**config.mk**
```make
export PLATFORM = sky130hd
export DESIGN_NAME = fsp_status_protect
export DESIGN_NICKNAME = d
export VERILOG_FILES = /design/src/fsp_pkg.sv /design/src/fsp_sync2.sv /design/src/fsp_prot_decode.sv /design/src/fsp_status_protect.sv
export VERILOG_INCLUDE_DIRS = /design/src /design/src/src
export SDC_FILE = /design/constraint.sdc
export NUM_CORES = 1
export LEC_CHECK = 0
export ABC_AREA = 0
export BUFFER_PORTS_ARGS = -buffer_cell sky130_fd_sc_hd__buf_4
export CAP_MARGIN = 20
export CORE_ASPECT_RATIO = 0.6
export CORE_MARGIN = 5
export CORE_UTILIZATION = 35
export DETAILED_ROUTE_END_ITERATION = 7
export PLACE_DENSITY = 0.6
export SETUP_SLACK_MARGIN = 0.02
export SLEW_MARGIN = 20
export SYNTH_ARGS = -nofsm -noshare
export SYNTH_HDL_FRONTEND = slang
export SYNTH_HIERARCHICAL = 1
export SYNTH_SLANG_ARGS = --single-unit
```
**constraint.sdc**
```tcl
create_clock -name core_clk -period 3.7 [get_ports core_clk]
set_clock_uncertainty 0.15 [all_clocks]
set_input_delay 0.37 -clock core_clk [delete_from_list [all_inputs] [get_ports core_clk]]
set_output_delay 0.37 -clock core_clk [all_outputs]
set_load 0.01 [all_outputs]
```
**src/fsp_defines.svh**
```systemverilog
`ifndef FSP_DEFINES_SVH
`define FSP_DEFINES_SVH

// ==========================================================
// Instruction opcodes seen by this block
`define FSP_OP_SUSPEND   8'h75
`define FSP_OP_RESUME    8'h7A
`define FSP_OP_ENTER_QPI 8'h38
`define FSP_OP_EXIT_QPI  8'hFF

// ==========================================================
// Status register two field positions (bit within byte)
`define FSP_S2_SUSPEND  7
`define FSP_S2_INVERT   6
`define FSP_S2_LOCK3    5
`define FSP_S2_LOCK2    4
`define FSP_S2_LOCK1    3
`define FSP_S2_QUAD_EN  1

// ==========================================================
// Status register three field positions
`define FSP_S3_PIN_SEL  7
`define FSP_S3_DRV_HI   6
`define FSP_S3_DRV_LO   5
`define FSP_S3_SCHEME   2

// ==========================================================
// Reset values
`define FSP_RST_DRIVE   2'h3
`define FSP_RST_QUAD_EN 1'h0
`define FSP_RST_LOCKS   3'h0

// ==========================================================
// Array geometry
`define FSP_ARRAY_LAST  21'h1FFFFF
`define FSP_ARRAY_SIZE  22'h200000
`define FSP_BLOCK_SIZE  21'h010000
`define FSP_SECTOR_SIZE 21'h001000
`define FSP_NUM_LOCKS   62
`define FSP_SECREG_SIZE 9'h100

// ==========================================================
// Drive strength in percent
`define FSP_DRV_PCT_00  7'h64
`define FSP_DRV_PCT_01  7'h4B
`define FSP_DRV_PCT_10  7'h32
`define FSP_DRV_PCT_11  7'h19

`endif

```
**src/fsp_pkg.sv**
```systemverilog
// ==========================================================
// Shared types
package fsp_pkg;

	// Status register write from the instruction decoder
	typedef struct packed {
		logic       sel_three;
		logic [7:0] data;
	} fsp_wr_t;

	// Erase or program target range, both ends inclusive
	typedef struct packed {
		logic [20:0] first;
		logic [20:0] last;
	} fsp_ep_t;

	// Protected address range
	typedef struct packed {
		logic        none;
		logic [20:0] lo;
		logic [20:0] hi;
	} fsp_range_t;

	// Interface mode
	typedef enum logic {
		FSP_SPI = 1'b0,
		FSP_QPI = 1'b1
	} fsp_mode_t;

endpackage : fsp_pkg

```
**src/fsp_sync2.sv**
```systemverilog
`timescale 1ns/10ps
`include "fsp_defines.svh"

// ==========================================================
// Two flip-flop synchroniser
module fsp_sync2 #(
	parameter int W = 1
) (
	// Clock and reset
	input  wire logic         core_clk,
	input  wire logic         reset,
	// Data
	input  wire logic [W-1:0] async_in,
	output logic      [W-1:0] sync_out
);

	logic [W-1:0] meta_q;
	logic [W-1:0] meta_d;
	logic [W-1:0] sync_q;
	logic [W-1:0] sync_d;

	// Next values; pins idle high
	always_comb
	begin
		meta_d = async_in;
		sync_d = meta_q;
	end

	// Register stages
	always_ff @(posedge core_clk)
	begin
		if (reset)
		begin
			meta_q <= '1;
			sync_q <= '1;
		end
		else
		begin
			meta_q <= meta_d;
			sync_q <= sync_d;
		end
	end

	assign sync_out = sync_q;

endmodule : fsp_sync2

```
**src/fsp_prot_decode.sv**
```systemverilog
`timescale 1ns/10ps
`include "fsp_defines.svh"

// ==========================================================
// Block-protect field to protected range
module fsp_prot_decode (
	// Protect fields
	input  wire logic       protect_invert,
	input  wire logic       sector_granularity,
	input  wire logic       bottom_select,
	input  wire logic [2:0] protect_level,
	// Result
	output fsp_pkg::fsp_range_t range
);

	logic [21:0] size;
	logic        all;

	// Size of the base region
	always_comb
	begin
		all  = 1'b0;
		size = 22'h000000;
		if (protect_level[2:1] == 2'h3)
			all = 1'b1;
		else if (!sector_granularity)
			size = {1'b0, `FSP_BLOCK_SIZE} << (protect_level - 3'h1);
		else if (protect_level[2])
			size = {1'b0, `FSP_SECTOR_SIZE} << 3;
		else
			size = {1'b0, `FSP_SECTOR_SIZE} << (protect_level - 3'h1);
	end

	// Place region at top or bottom, then invert when asked
	always_comb
	begin
		range.none = 1'b0;
		range.lo   = 21'h000000;
		range.hi   = `FSP_ARRAY_LAST;
		if (protect_level == 3'h0)
			range.none = !protect_invert;
		else if (all)
			range.none = protect_invert;
		else if (!bottom_select)
		begin
			if (protect_invert)
				range.hi = 21'(`FSP_ARRAY_SIZE - size - 22'h1);
			else
				range.lo = 21'(`FSP_ARRAY_SIZE - size);
		end
		else
		begin
			if (protect_invert)
				range.lo = 21'(size);
			else
				range.hi = 21'(size - 22'h1);
		end
	end

endmodule : fsp_prot_decode

```
**src/fsp_status_protect.sv**
```systemverilog
`timescale 1ns/10ps
`include "fsp_defines.svh"


// ==========================================================
// Status registers two and three with array write protection
module fsp_status_protect (
	// Clock and reset
	input  wire logic               core_clk,
	input  wire logic               reset,
	// Decoded instruction opcode, one-cycle strobe
	input  wire logic               cmd_valid,
	input  wire logic [7:0]         cmd_opcode,
	// Status register write, already permitted by status one logic
	input  wire logic               sr_wr_valid,
	input  wire fsp_pkg::fsp_wr_t   sr_wr,
	// Protect fields held in status register one
	input  wire logic               sector_granularity,
	input  wire logic               bottom_select,
	input  wire logic [2:0]         protect_level,
	// Individual lock commands
	input  wire logic               lock_one,
	input  wire logic               unlock_one,
	input  wire logic               lock_all,
	input  wire logic               unlock_all,
	input  wire logic [20:0]        lock_addr,
	// Erase or program request
	input  wire logic               ep_valid,
	input  wire fsp_pkg::fsp_ep_t   ep_req,
	// Security register erase or program request
	input  wire logic               sec_valid,
	input  wire logic [1:0]         sec_index,
	// Shared pins, active low, asynchronous
	input  wire logic               wp_pin_n,
	input  wire logic               pause_reset_pin_n,
	// Register read values
	output logic [7:0]              status_two,
	output logic [7:0]              status_three,
	// Mode and pin function
	output logic                    quad_command_mode,
	output logic                    quad_data_pins,
	output logic                    write_protect_active,
	output logic                    pause_active,
	output logic                    pin_reset_req,
	// Drive strength
	output logic [1:0]              drive_code,
	output logic [6:0]              drive_pct,
	// Array request answer, one-cycle pulses
	output logic                    ep_accept,
	output logic                    ep_reject,
	// Security register answer, one-cycle pulses
	output logic                    sec_accept,
	output logic                    sec_reject
);

	// ==========================================================
	// Declarations
	logic                     suspend_flag_q, suspend_flag_d;
	logic                     protect_invert_q, protect_invert_d;
	logic [2:0]               otp_lock_q, otp_lock_d;
	logic                     quad_io_enable_q, quad_io_enable_d;
	logic                     pin_select_q, pin_select_d;
	logic [1:0]               drive_q, drive_d;
	logic                     protect_scheme_select_q, protect_scheme_select_d;
	fsp_pkg::fsp_mode_t       mode_q, mode_d;
	logic [`FSP_NUM_LOCKS-1:0] blk_lock_q, blk_lock_d;
	logic [6:0]               drive_pct_q, drive_pct_d;
	logic                     ep_accept_q, ep_accept_d;
	logic                     ep_reject_q, ep_reject_d;
	logic                     sec_accept_q, sec_accept_d;
	logic                     sec_reject_q, sec_reject_d;
	logic [1:0]               pin_sync;
	fsp_pkg::fsp_range_t      range;
	logic                     range_hit;
	logic                     lock_hit;
	logic                     sec_locked;
	logic [5:0]               lock_idx;

	// Lock index of an address: sectors of block 0, blocks 1..30, sectors of block 31
	function automatic logic [5:0] fsp_lock_index(input logic [20:0] addr);
		logic [4:0] blk;
		blk = addr[20:16];
		if (blk == 5'h00)
			fsp_lock_index = {2'h0, addr[15:12]};
		else if (blk == 5'h1F)
			fsp_lock_index = 6'(6'd46 + {2'h0, addr[15:12]});
		else
			fsp_lock_index = 6'(6'd15 + {1'b0, blk});
	endfunction : fsp_lock_index

	// ==========================================================
	// Pin synchronisers
	fsp_sync2 #(
		.W (2)
	) u_pin_sync (
		.core_clk (core_clk),
		.reset    (reset),
		.async_in ({wp_pin_n, pause_reset_pin_n}),
		.sync_out (pin_sync)
	);

	// ==========================================================
	// Range protection decode
	fsp_prot_decode u_prot_decode (
		.protect_invert     (protect_invert_q),
		.sector_granularity (sector_granularity),
		.bottom_select      (bottom_select),
		.protect_level      (protect_level),
		.range              (range)
	);

	// ==========================================================
	// Protection checks against the whole target range
	always_comb
	begin
		logic [20:0] lo;
		logic [20:0] hi;
		lo = 21'h000000;
		hi = 21'h000000;
		range_hit = !range.none && (ep_req.first <= range.hi) && (ep_req.last >= range.lo);
		lock_hit  = 1'b0;
		for (int i = 0; i < `FSP_NUM_LOCKS; i++)
		begin
			if (i < 16)
			begin
				lo = 21'(i) << 12;
				hi = lo + `FSP_SECTOR_SIZE - 21'h1;
			end
			else if (i < 46)
			begin
				lo = 21'(i - 15) << 16;
				hi = lo + `FSP_BLOCK_SIZE - 21'h1;
			end
			else
			begin
				lo = 21'h1F0000 + (21'(i - 46) << 12);
				hi = lo + `FSP_SECTOR_SIZE - 21'h1;
			end
			if (blk_lock_q[i] && ep_req.first <= hi && ep_req.last >= lo)
				lock_hit = 1'b1;
		end
	end

	// Security register lock lookup, index 1..3
	always_comb
	begin
		sec_locked = 1'b1;
		if (sec_index != 2'h0)
			sec_locked = otp_lock_q[sec_index - 2'h1];
	end

	// ==========================================================
	// Status register two next values
	always_comb
	begin
		suspend_flag_d   = suspend_flag_q;
		protect_invert_d = protect_invert_q;
		otp_lock_d       = otp_lock_q;
		quad_io_enable_d = quad_io_enable_q;
		if (cmd_valid && cmd_opcode == `FSP_OP_RESUME)
			suspend_flag_d = 1'b0;
		if (cmd_valid && cmd_opcode == `FSP_OP_SUSPEND)
			suspend_flag_d = 1'b1;
		if (sr_wr_valid && !sr_wr.sel_three)
		begin
			protect_invert_d = sr_wr.data[`FSP_S2_INVERT];
			// One-time bits only ever set
			otp_lock_d[2] = otp_lock_q[2] | sr_wr.data[`FSP_S2_LOCK3];
			otp_lock_d[1] = otp_lock_q[1] | sr_wr.data[`FSP_S2_LOCK2];
			otp_lock_d[0] = otp_lock_q[0] | sr_wr.data[`FSP_S2_LOCK1];
			// Held at 1 while in quad command mode
			quad_io_enable_d = sr_wr.data[`FSP_S2_QUAD_EN] | (mode_q == fsp_pkg::FSP_QPI);
		end
	end

	// Status register three next values
	always_comb
	begin
		pin_select_d            = pin_select_q;
		drive_d                 = drive_q;
		protect_scheme_select_d = protect_scheme_select_q;
		if (sr_wr_valid && sr_wr.sel_three)
		begin
			pin_select_d            = sr_wr.data[`FSP_S3_PIN_SEL];
			drive_d                 = {sr_wr.data[`FSP_S3_DRV_HI], sr_wr.data[`FSP_S3_DRV_LO]};
			protect_scheme_select_d = sr_wr.data[`FSP_S3_SCHEME];
		end
	end

	// Command mode next value
	always_comb
	begin
		mode_d = mode_q;
		unique case (mode_q)
			fsp_pkg::FSP_SPI:
				if (cmd_valid && cmd_opcode == `FSP_OP_ENTER_QPI && quad_io_enable_q)
					mode_d = fsp_pkg::FSP_QPI;
			fsp_pkg::FSP_QPI:
				if (cmd_valid && cmd_opcode == `FSP_OP_EXIT_QPI)
					mode_d = fsp_pkg::FSP_SPI;
		endcase
	end

	// Individual lock bits next values
	always_comb
	begin
		lock_idx   = fsp_lock_index(lock_addr);
		blk_lock_d = blk_lock_q;
		if (unlock_all)
			blk_lock_d = '0;
		else if (lock_all)
			blk_lock_d = '1;
		else if (unlock_one)
			blk_lock_d[lock_idx] = 1'b0;
		else if (lock_one)
			blk_lock_d[lock_idx] = 1'b1;
	end

	// Answers and drive decode next values
	always_comb
	begin
		ep_accept_d  = 1'b0;
		ep_reject_d  = 1'b0;
		sec_accept_d = 1'b0;
		sec_reject_d = 1'b0;
		if (ep_valid)
		begin
			if (protect_scheme_select_q)
				ep_reject_d = lock_hit;
			else
				ep_reject_d = range_hit;
			ep_accept_d = !ep_reject_d;
		end
		if (sec_valid)
		begin
			sec_reject_d = sec_locked;
			sec_accept_d = !sec_locked;
		end
		unique case (drive_q)
			2'h0: drive_pct_d = `FSP_DRV_PCT_00;
			2'h1: drive_pct_d = `FSP_DRV_PCT_01;
			2'h2: drive_pct_d = `FSP_DRV_PCT_10;
			2'h3: drive_pct_d = `FSP_DRV_PCT_11;
		endcase
	end

	// ==========================================================
	// State registers
	always_ff @(posedge core_clk)
	begin
		if (reset)
		begin
			suspend_flag_q          <= 1'b0;
			protect_invert_q        <= 1'b0;
			otp_lock_q              <= `FSP_RST_LOCKS;
			quad_io_enable_q        <= `FSP_RST_QUAD_EN;
			pin_select_q            <= 1'b0;
			drive_q                 <= `FSP_RST_DRIVE;
			protect_scheme_select_q <= 1'b0;
			mode_q                  <= fsp_pkg::FSP_SPI;
			blk_lock_q              <= '1;
			drive_pct_q             <= `FSP_DRV_PCT_11;
			ep_accept_q             <= 1'b0;
			ep_reject_q             <= 1'b0;
			sec_accept_q            <= 1'b0;
			sec_reject_q            <= 1'b0;
		end
		else
		begin
			suspend_flag_q          <= suspend_flag_d;
			protect_invert_q        <= protect_invert_d;
			otp_lock_q              <= otp_lock_d;
			quad_io_enable_q        <= quad_io_enable_d;
			pin_select_q            <= pin_select_d;
			drive_q                 <= drive_d;
			protect_scheme_select_q <= protect_scheme_select_d;
			mode_q                  <= mode_d;
			blk_lock_q              <= blk_lock_d;
			drive_pct_q             <= drive_pct_d;
			ep_accept_q             <= ep_accept_d;
			ep_reject_q             <= ep_reject_d;
			sec_accept_q            <= sec_accept_d;
			sec_reject_q            <= sec_reject_d;
		end
	end

	// ==========================================================
	// Register read values, reserved bits read zero
	always_comb
	begin
		status_two                    = 8'h00;
		status_two[`FSP_S2_SUSPEND]   = suspend_flag_q;
		status_two[`FSP_S2_INVERT]    = protect_invert_q;
		status_two[`FSP_S2_LOCK3]     = otp_lock_q[2];
		status_two[`FSP_S2_LOCK2]     = otp_lock_q[1];
		status_two[`FSP_S2_LOCK1]     = otp_lock_q[0];
		status_two[`FSP_S2_QUAD_EN]   = quad_io_enable_q;
		status_three                  = 8'h00;
		status_three[`FSP_S3_PIN_SEL] = pin_select_q;
		status_three[`FSP_S3_DRV_HI]  = drive_q[1];
		status_three[`FSP_S3_DRV_LO]  = drive_q[0];
		status_three[`FSP_S3_SCHEME]  = protect_scheme_select_q;
	end

	// Pin functions gated by quad enable
	assign quad_data_pins       = quad_io_enable_q;
	assign write_protect_active = !quad_io_enable_q && !pin_sync[1];
	assign pause_active         = !quad_io_enable_q && !pin_select_q && !pin_sync[0];
	assign pin_reset_req        = !quad_io_enable_q && pin_select_q && !pin_sync[0];

	// Other outputs
	assign quad_command_mode = (mode_q == fsp_pkg::FSP_QPI);
	assign drive_code        = drive_q;
	assign drive_pct         = drive_pct_q;
	assign ep_accept         = ep_accept_q;
	assign ep_reject         = ep_reject_q;
	assign sec_accept        = sec_accept_q;
	assign sec_reject        = sec_reject_q;

endmodule : fsp_status_protect

```
## Yosys cells after proc, flatten, opt, wreduce, memory -nomap -nowiden

Cells that the tools add are included.

- Flip-flop bits (word level): 88
- Input port bits: 99
- Output and inout bits: 34
- Word-level logic and storage cells: 423

- Add/sub/neg operators: 7
- Order comparisons: 129
- Equal/unequal tests: 9
- Shifts and indexed selects: 2
- Mux-type cells: 94
- Bitwise operators: 10
- Reductions and logical operators: 156

Operator list:

| cell | count |
|---|---|
| >= comparator 21 bit, second input constant | 31 |
| <= comparator 21 bit, second input constant | 31 |
| two-way mux 62 bit | 4 |
| >= comparator 21 x 16 -> 1 bit, second input constant | 8 |
| >= comparator 21 x 20 -> 1 bit, second input constant | 8 |
| <= comparator 21 x 16 -> 1 bit, second input constant | 8 |
| <= comparator 21 x 20 -> 1 bit, second input constant | 8 |
| two-way mux 21 bit | 7 |
| logical AND 1 bit | 139 |
| two-way mux 42 bit | 3 |
| >= comparator 21 x 15 -> 1 bit, second input constant | 4 |
| >= comparator 21 x 19 -> 1 bit, second input constant | 4 |
| <= comparator 21 x 15 -> 1 bit, second input constant | 4 |
| <= comparator 21 x 19 -> 1 bit, second input constant | 4 |
| two-way mux 1 bit | 74 |
| bitwise AND 62 bit | 1 |
| inverter 62 bit | 1 |
| bitwise OR 62 bit | 1 |
| >= comparator 21 x 14 -> 1 bit, second input constant | 2 |
| >= comparator 21 x 18 -> 1 bit, second input constant | 2 |
| <= comparator 21 x 14 -> 1 bit, second input constant | 2 |
| <= comparator 21 x 18 -> 1 bit, second input constant | 2 |
| subtractor 21 x 1 -> 21 bit, second input constant | 2 |
| case mux 7 bit (4 select lines) | 1 |
| 37 further kinds | 56 |

## Logic depth before layout (Yosys ltp)

- Depth in word-level cells: 68
- Gate-level depth with buffers: 19
- Depth with buffers taken out: 16

## Hierarchy

The synthesis kept the hierarchy.

Modules (own cells, without submodules):

| module | instances | cells an instance | area an instance (µm²) | sequential area each (µm²) |
|---|---|---|---|---|
| fsp_status_protect | 1 | 870 | 6,393.6 | 1,661.6 |
| fsp_prot_decode | 1 | 153 | 947.2 | 0.0 |
| fsp_sync2 | 1 | 8 | 105.1 | 80.1 |

## Worst setup path before layout

OpenSTA, ideal clock, no wires.

- Path type: input to register
- From: input port protect_level[0]
- To: register ep_reject_q (netlist: ep_reject)
- Setup time: 0.116 ns
- Arrival time: 3.668 ns
- Data required time: 3.434 ns
- Slack: -0.234 ns
- Stages: 18
- Buffers on the path: 3
- Cell sequence: buf_6 > buf_2 > nor2b_1 > nand2_1 > ha_1 > buf_2 > nand2_1 > o21ai_0 > and4_1 > o21ai_1 > inv_1 > ha_1 > nand4_1 > or4b_1 > o221ai_1 > a2bb2oi_1 > or4_1 > and3b_1

RTL lines:

| what | line | text |
|---|---|---|
| start, declared | fsp_status_protect.sv:20 | `input wire logic [2:0] protect_level,` |
| end signal, assigned | fsp_status_protect.sv:281 | `ep_reject_q <= ep_reject_d;` |
| end, declared | fsp_status_protect.sv:69 | `logic ep_reject_q, ep_reject_d;` |

==> impl_results.md <==
* Status: completed
* Distinct cells, synth at 75
* Site row count at 41
* Crit path DAT at between 3 and 4 ns
* Post-synth top flop: dfxtp_1
* GP Congestion at 1.02
* Total track usage at roughly 22%
* Initial core utilization at 35.5%
* P_int at approximately 0.0019 W
* Worst R2R Path Depth at 12
* Layout area overhead at 20.3%
* DR vias at 8309
* Cts-stage hold buffer count at 0
* Met2 GRT Util at between 20 and 30%
* Initial antenna violation count at 0
* Fin crit share at a little over nine tenths
* CP max FO at 5
* Worst-Margin Slew at 0.874 ns
* Commonest non-fill, non-tap cells in the layout: 162 x buf_4, 113 x a21oi_1, 104 x nor2_1
* Fin nets at 1279
* Die Wd at 198 um
* CTS buffer count at 9
* Area after DPL at around 8600 sq um
* Worst Hold Path Cells at 2
* Sequential area share after synthesis at a little under a quarter
* Vias in the first global route at about 7400
* Comb power frac at 28.6%
* Reg2reg setup slack at about 0.24 ns
* Clk pwr share at between 30% and 40%
* Number of remaining DRC errors at 0
* Placed Cells at around 1400
* Port bufs at roughly 110
* Critical path class: input port to register
* CTS max path bufs at 2
* Crit. Startpoint: protect_level[1]
* Routed wire per std cell at approximately 20 um
* TritonCTS clock tree: done
* Clock latency on the worst-skew pair at between 0.3 and 0.4 ns
* Worst Hold Class: input port to register
* CP endpoint kind: register
* Setup violators final at 0
* Busiest grt layer: met1
* Core Util, Final at between 40% and 50%
* Worst r2r src: protect_invert_q
* RR Endpoint: ep_reject
* Die Y at approximately 120 um
* Post-route ant nets at 0
* Post-Layout Cell Count at between 1000 and 1500
* Sw Share at about a third
* Boundary Pins at ~130
* Yosys warns at 6
* CP startpoint kind: input port
* Clock slew at reported path FFs at 0.07 ns
* WHS Endpoint: u_pin_sync/meta_q[0]
* Initial DRC Count at between 1000 and 1500
* Commonest non-fill, non-tap cell in the layout: buf_4
* Setup Buffers After CTS at 0
* Final wirelength at around 28000 um
* Die ar. at around 24000 sq um
* Hold_sp: pause_reset_pin_n
* Max-slew violations at 0
* Met1 Use GR at a little over a third
* Max Clk Rate at between 200 and 300 MHz
* Setup TNS at 0 ns
* Crit path required time at 3.80 ns
* Ys async rst share at 0%
* Reg power frac at between 30% and 40%
* Global-route wire length before repair at 42800 um
* Synth Area per Inst at a little over 7 sq um
* Pwr dens at between 300 and 400 nW/um^2
* Mapped Cells at about 1000
* Grt total ovfl at 0
* Met3 Usage GRT at under 10%
* First drt pass iteration count at 6
* Switching pwr at ~0.00095 W
* # resized after CTS at 0
* Antenna diodes at 0
* RSZ-0062 raised after global routing: false
* Post-Syn Area at about 7400 sq um
* Worst vdd rail ir drop at ~0.21 mV
* CTS root buf: clkbuf_16
* Post-DP HPWL at 21800 um
* Clock Sinks at 87
* Final hold violations at 0
* Max_slew headroom at 40.2%
* Yosys reg bits at 87
* Tmin final at 3.47 ns
* Ratio of cells with drive above 1 in the final layout at a little under a fifth
* H-tree levels at 3
* Fin area at approximately 9000 sq um
* Fillers at around 2200
* Pleak at between 3 and 4 nW
* Largest net degree at the start of global routing at 63
* Number of synthesized flops with an enable pin at 0
* Core outline area at approximately 21000 sq um
* Total power at around 0.0028 W
* Max-cap violations at 0
* Vias per cell at slightly below 6
[metal layers]
layer  wire [um]  part of all wire (%)
met2       10000                    36
met1       13700                    49
met4         256                  0.92
met3        3890                    14
met5           0                     0
[power by group through the flow]
stage / logic (W) / registers [W] / clock network [W]
finish: 0.000802 / 0.00106 / 0.000950
global route: 0.000879 / 0.00106 / 0.00100
CTS: 0.000775 / 0.00106 / 0.000962
detailed placement: 0.000772 / 0.00108 / 0
global placement: 0.000768 / 0.00108 / 0
floorplan: 0.000499 / 0.00106 / 0
[cell usage after synthesis (15+ instances only)]
library cell    n  share of area (%)
o21ai_0        37                2.5
nand2_1        51                2.6
a21oi_1       113                7.6
buf_4          38                3.8
nand3_1        43                2.9
inv_1          68                3.4
o22ai_1        68                5.7
clkbuf_1       48                2.4
nand4_1        27                2.3
nor2_1        105                5.3
ha_1           52                8.7
dfxtp_1        87                 23
nor2b_1        17                1.4
nor3_1         15                1.0
[cell type report]
class / instances / area (sq um) / share of cell area, %
inverter: 68 / 255 / 2.85
multi-input combinational: 799 / 5070 / 56.6
timing repair buffer: 163 / 1240 / 13.8
clock inverter: 7 / 78.8 / 0.880
sequential: 87 / 1740 / 19.4
tap: 279 / 349 / 3.90
clock buffer: 9 / 225 / 2.51
[through the flow]
step / hold WS, ns / setup slack, ns
2_1_floorplan: 0.233 / 0.0243
3_3_place_gp: 0.235 / -0.164
3_5_place_dp: 0.249 / -0.180
4_1_cts: 0.0465 / 0.146
5_1_grt: 0.0444 / 0.0290
6_report: 0.0563 / 0.226
[critical path, stage by stage]
cell,delay [ns]
buf_4,0.13
nor2b_4,0.12
nand2_2,0.08
ha_2,0.19
buf_4,0.14
o2111a_1,0.19
nor4_1,0.06
o21ai_1,0.26
inv_1,0.12
ha_4,0.28
nand4_1,0.15
or4b_4,0.53
o221ai_2,0.19
a2bb2oi_2,0.09
or4_1,0.49
and3b_1,0.18
[how the worst max path moves through the flow]
stage,to,slack (ns),cells past startpoint
after global placement,ep_reject,-0.16,15
final,ep_reject,0.23,16
after floorplan,ep_reject,0.02,18
after detailed placement,ep_reject,-0.18,15
after global routing,ep_reject,0.03,16
after CTS,ep_reject,0.15,11
[state kept, by name, summed over array words and instances (netlist names)]
signal and cells:
blk_lock_q 62, drive_pct 6, otp_lock_q 3, drive_code 2, u_pin_sync/meta_q 2, u_pin_sync/sync_out 2, ep_accept 1, ep_reject 1
pin_select_q 1, protect_invert_q 1, protect_scheme_select_q 1, quad_command_mode 1, quad_data_pins 1, sec_accept 1, sec_reject 1, suspend_flag_q 1
[cell families (layout without fill, tap and decap cells)]
family	after synthesis	in the layout	share of synthesized area, %
buffers and inverters	172	247	11.0
other	3	30	0.151
adders and majority gates	53	53	8.87
AOI/OAI and AO/OA	353	353	30.8
DFF	87	87	23.4
and+or+nand+nor	353	353	24.6
xor gates and xnor gates	5	5	0.588
muxes	5	5	0.689
No activity file was read; power rests on OpenSTA's default activity.
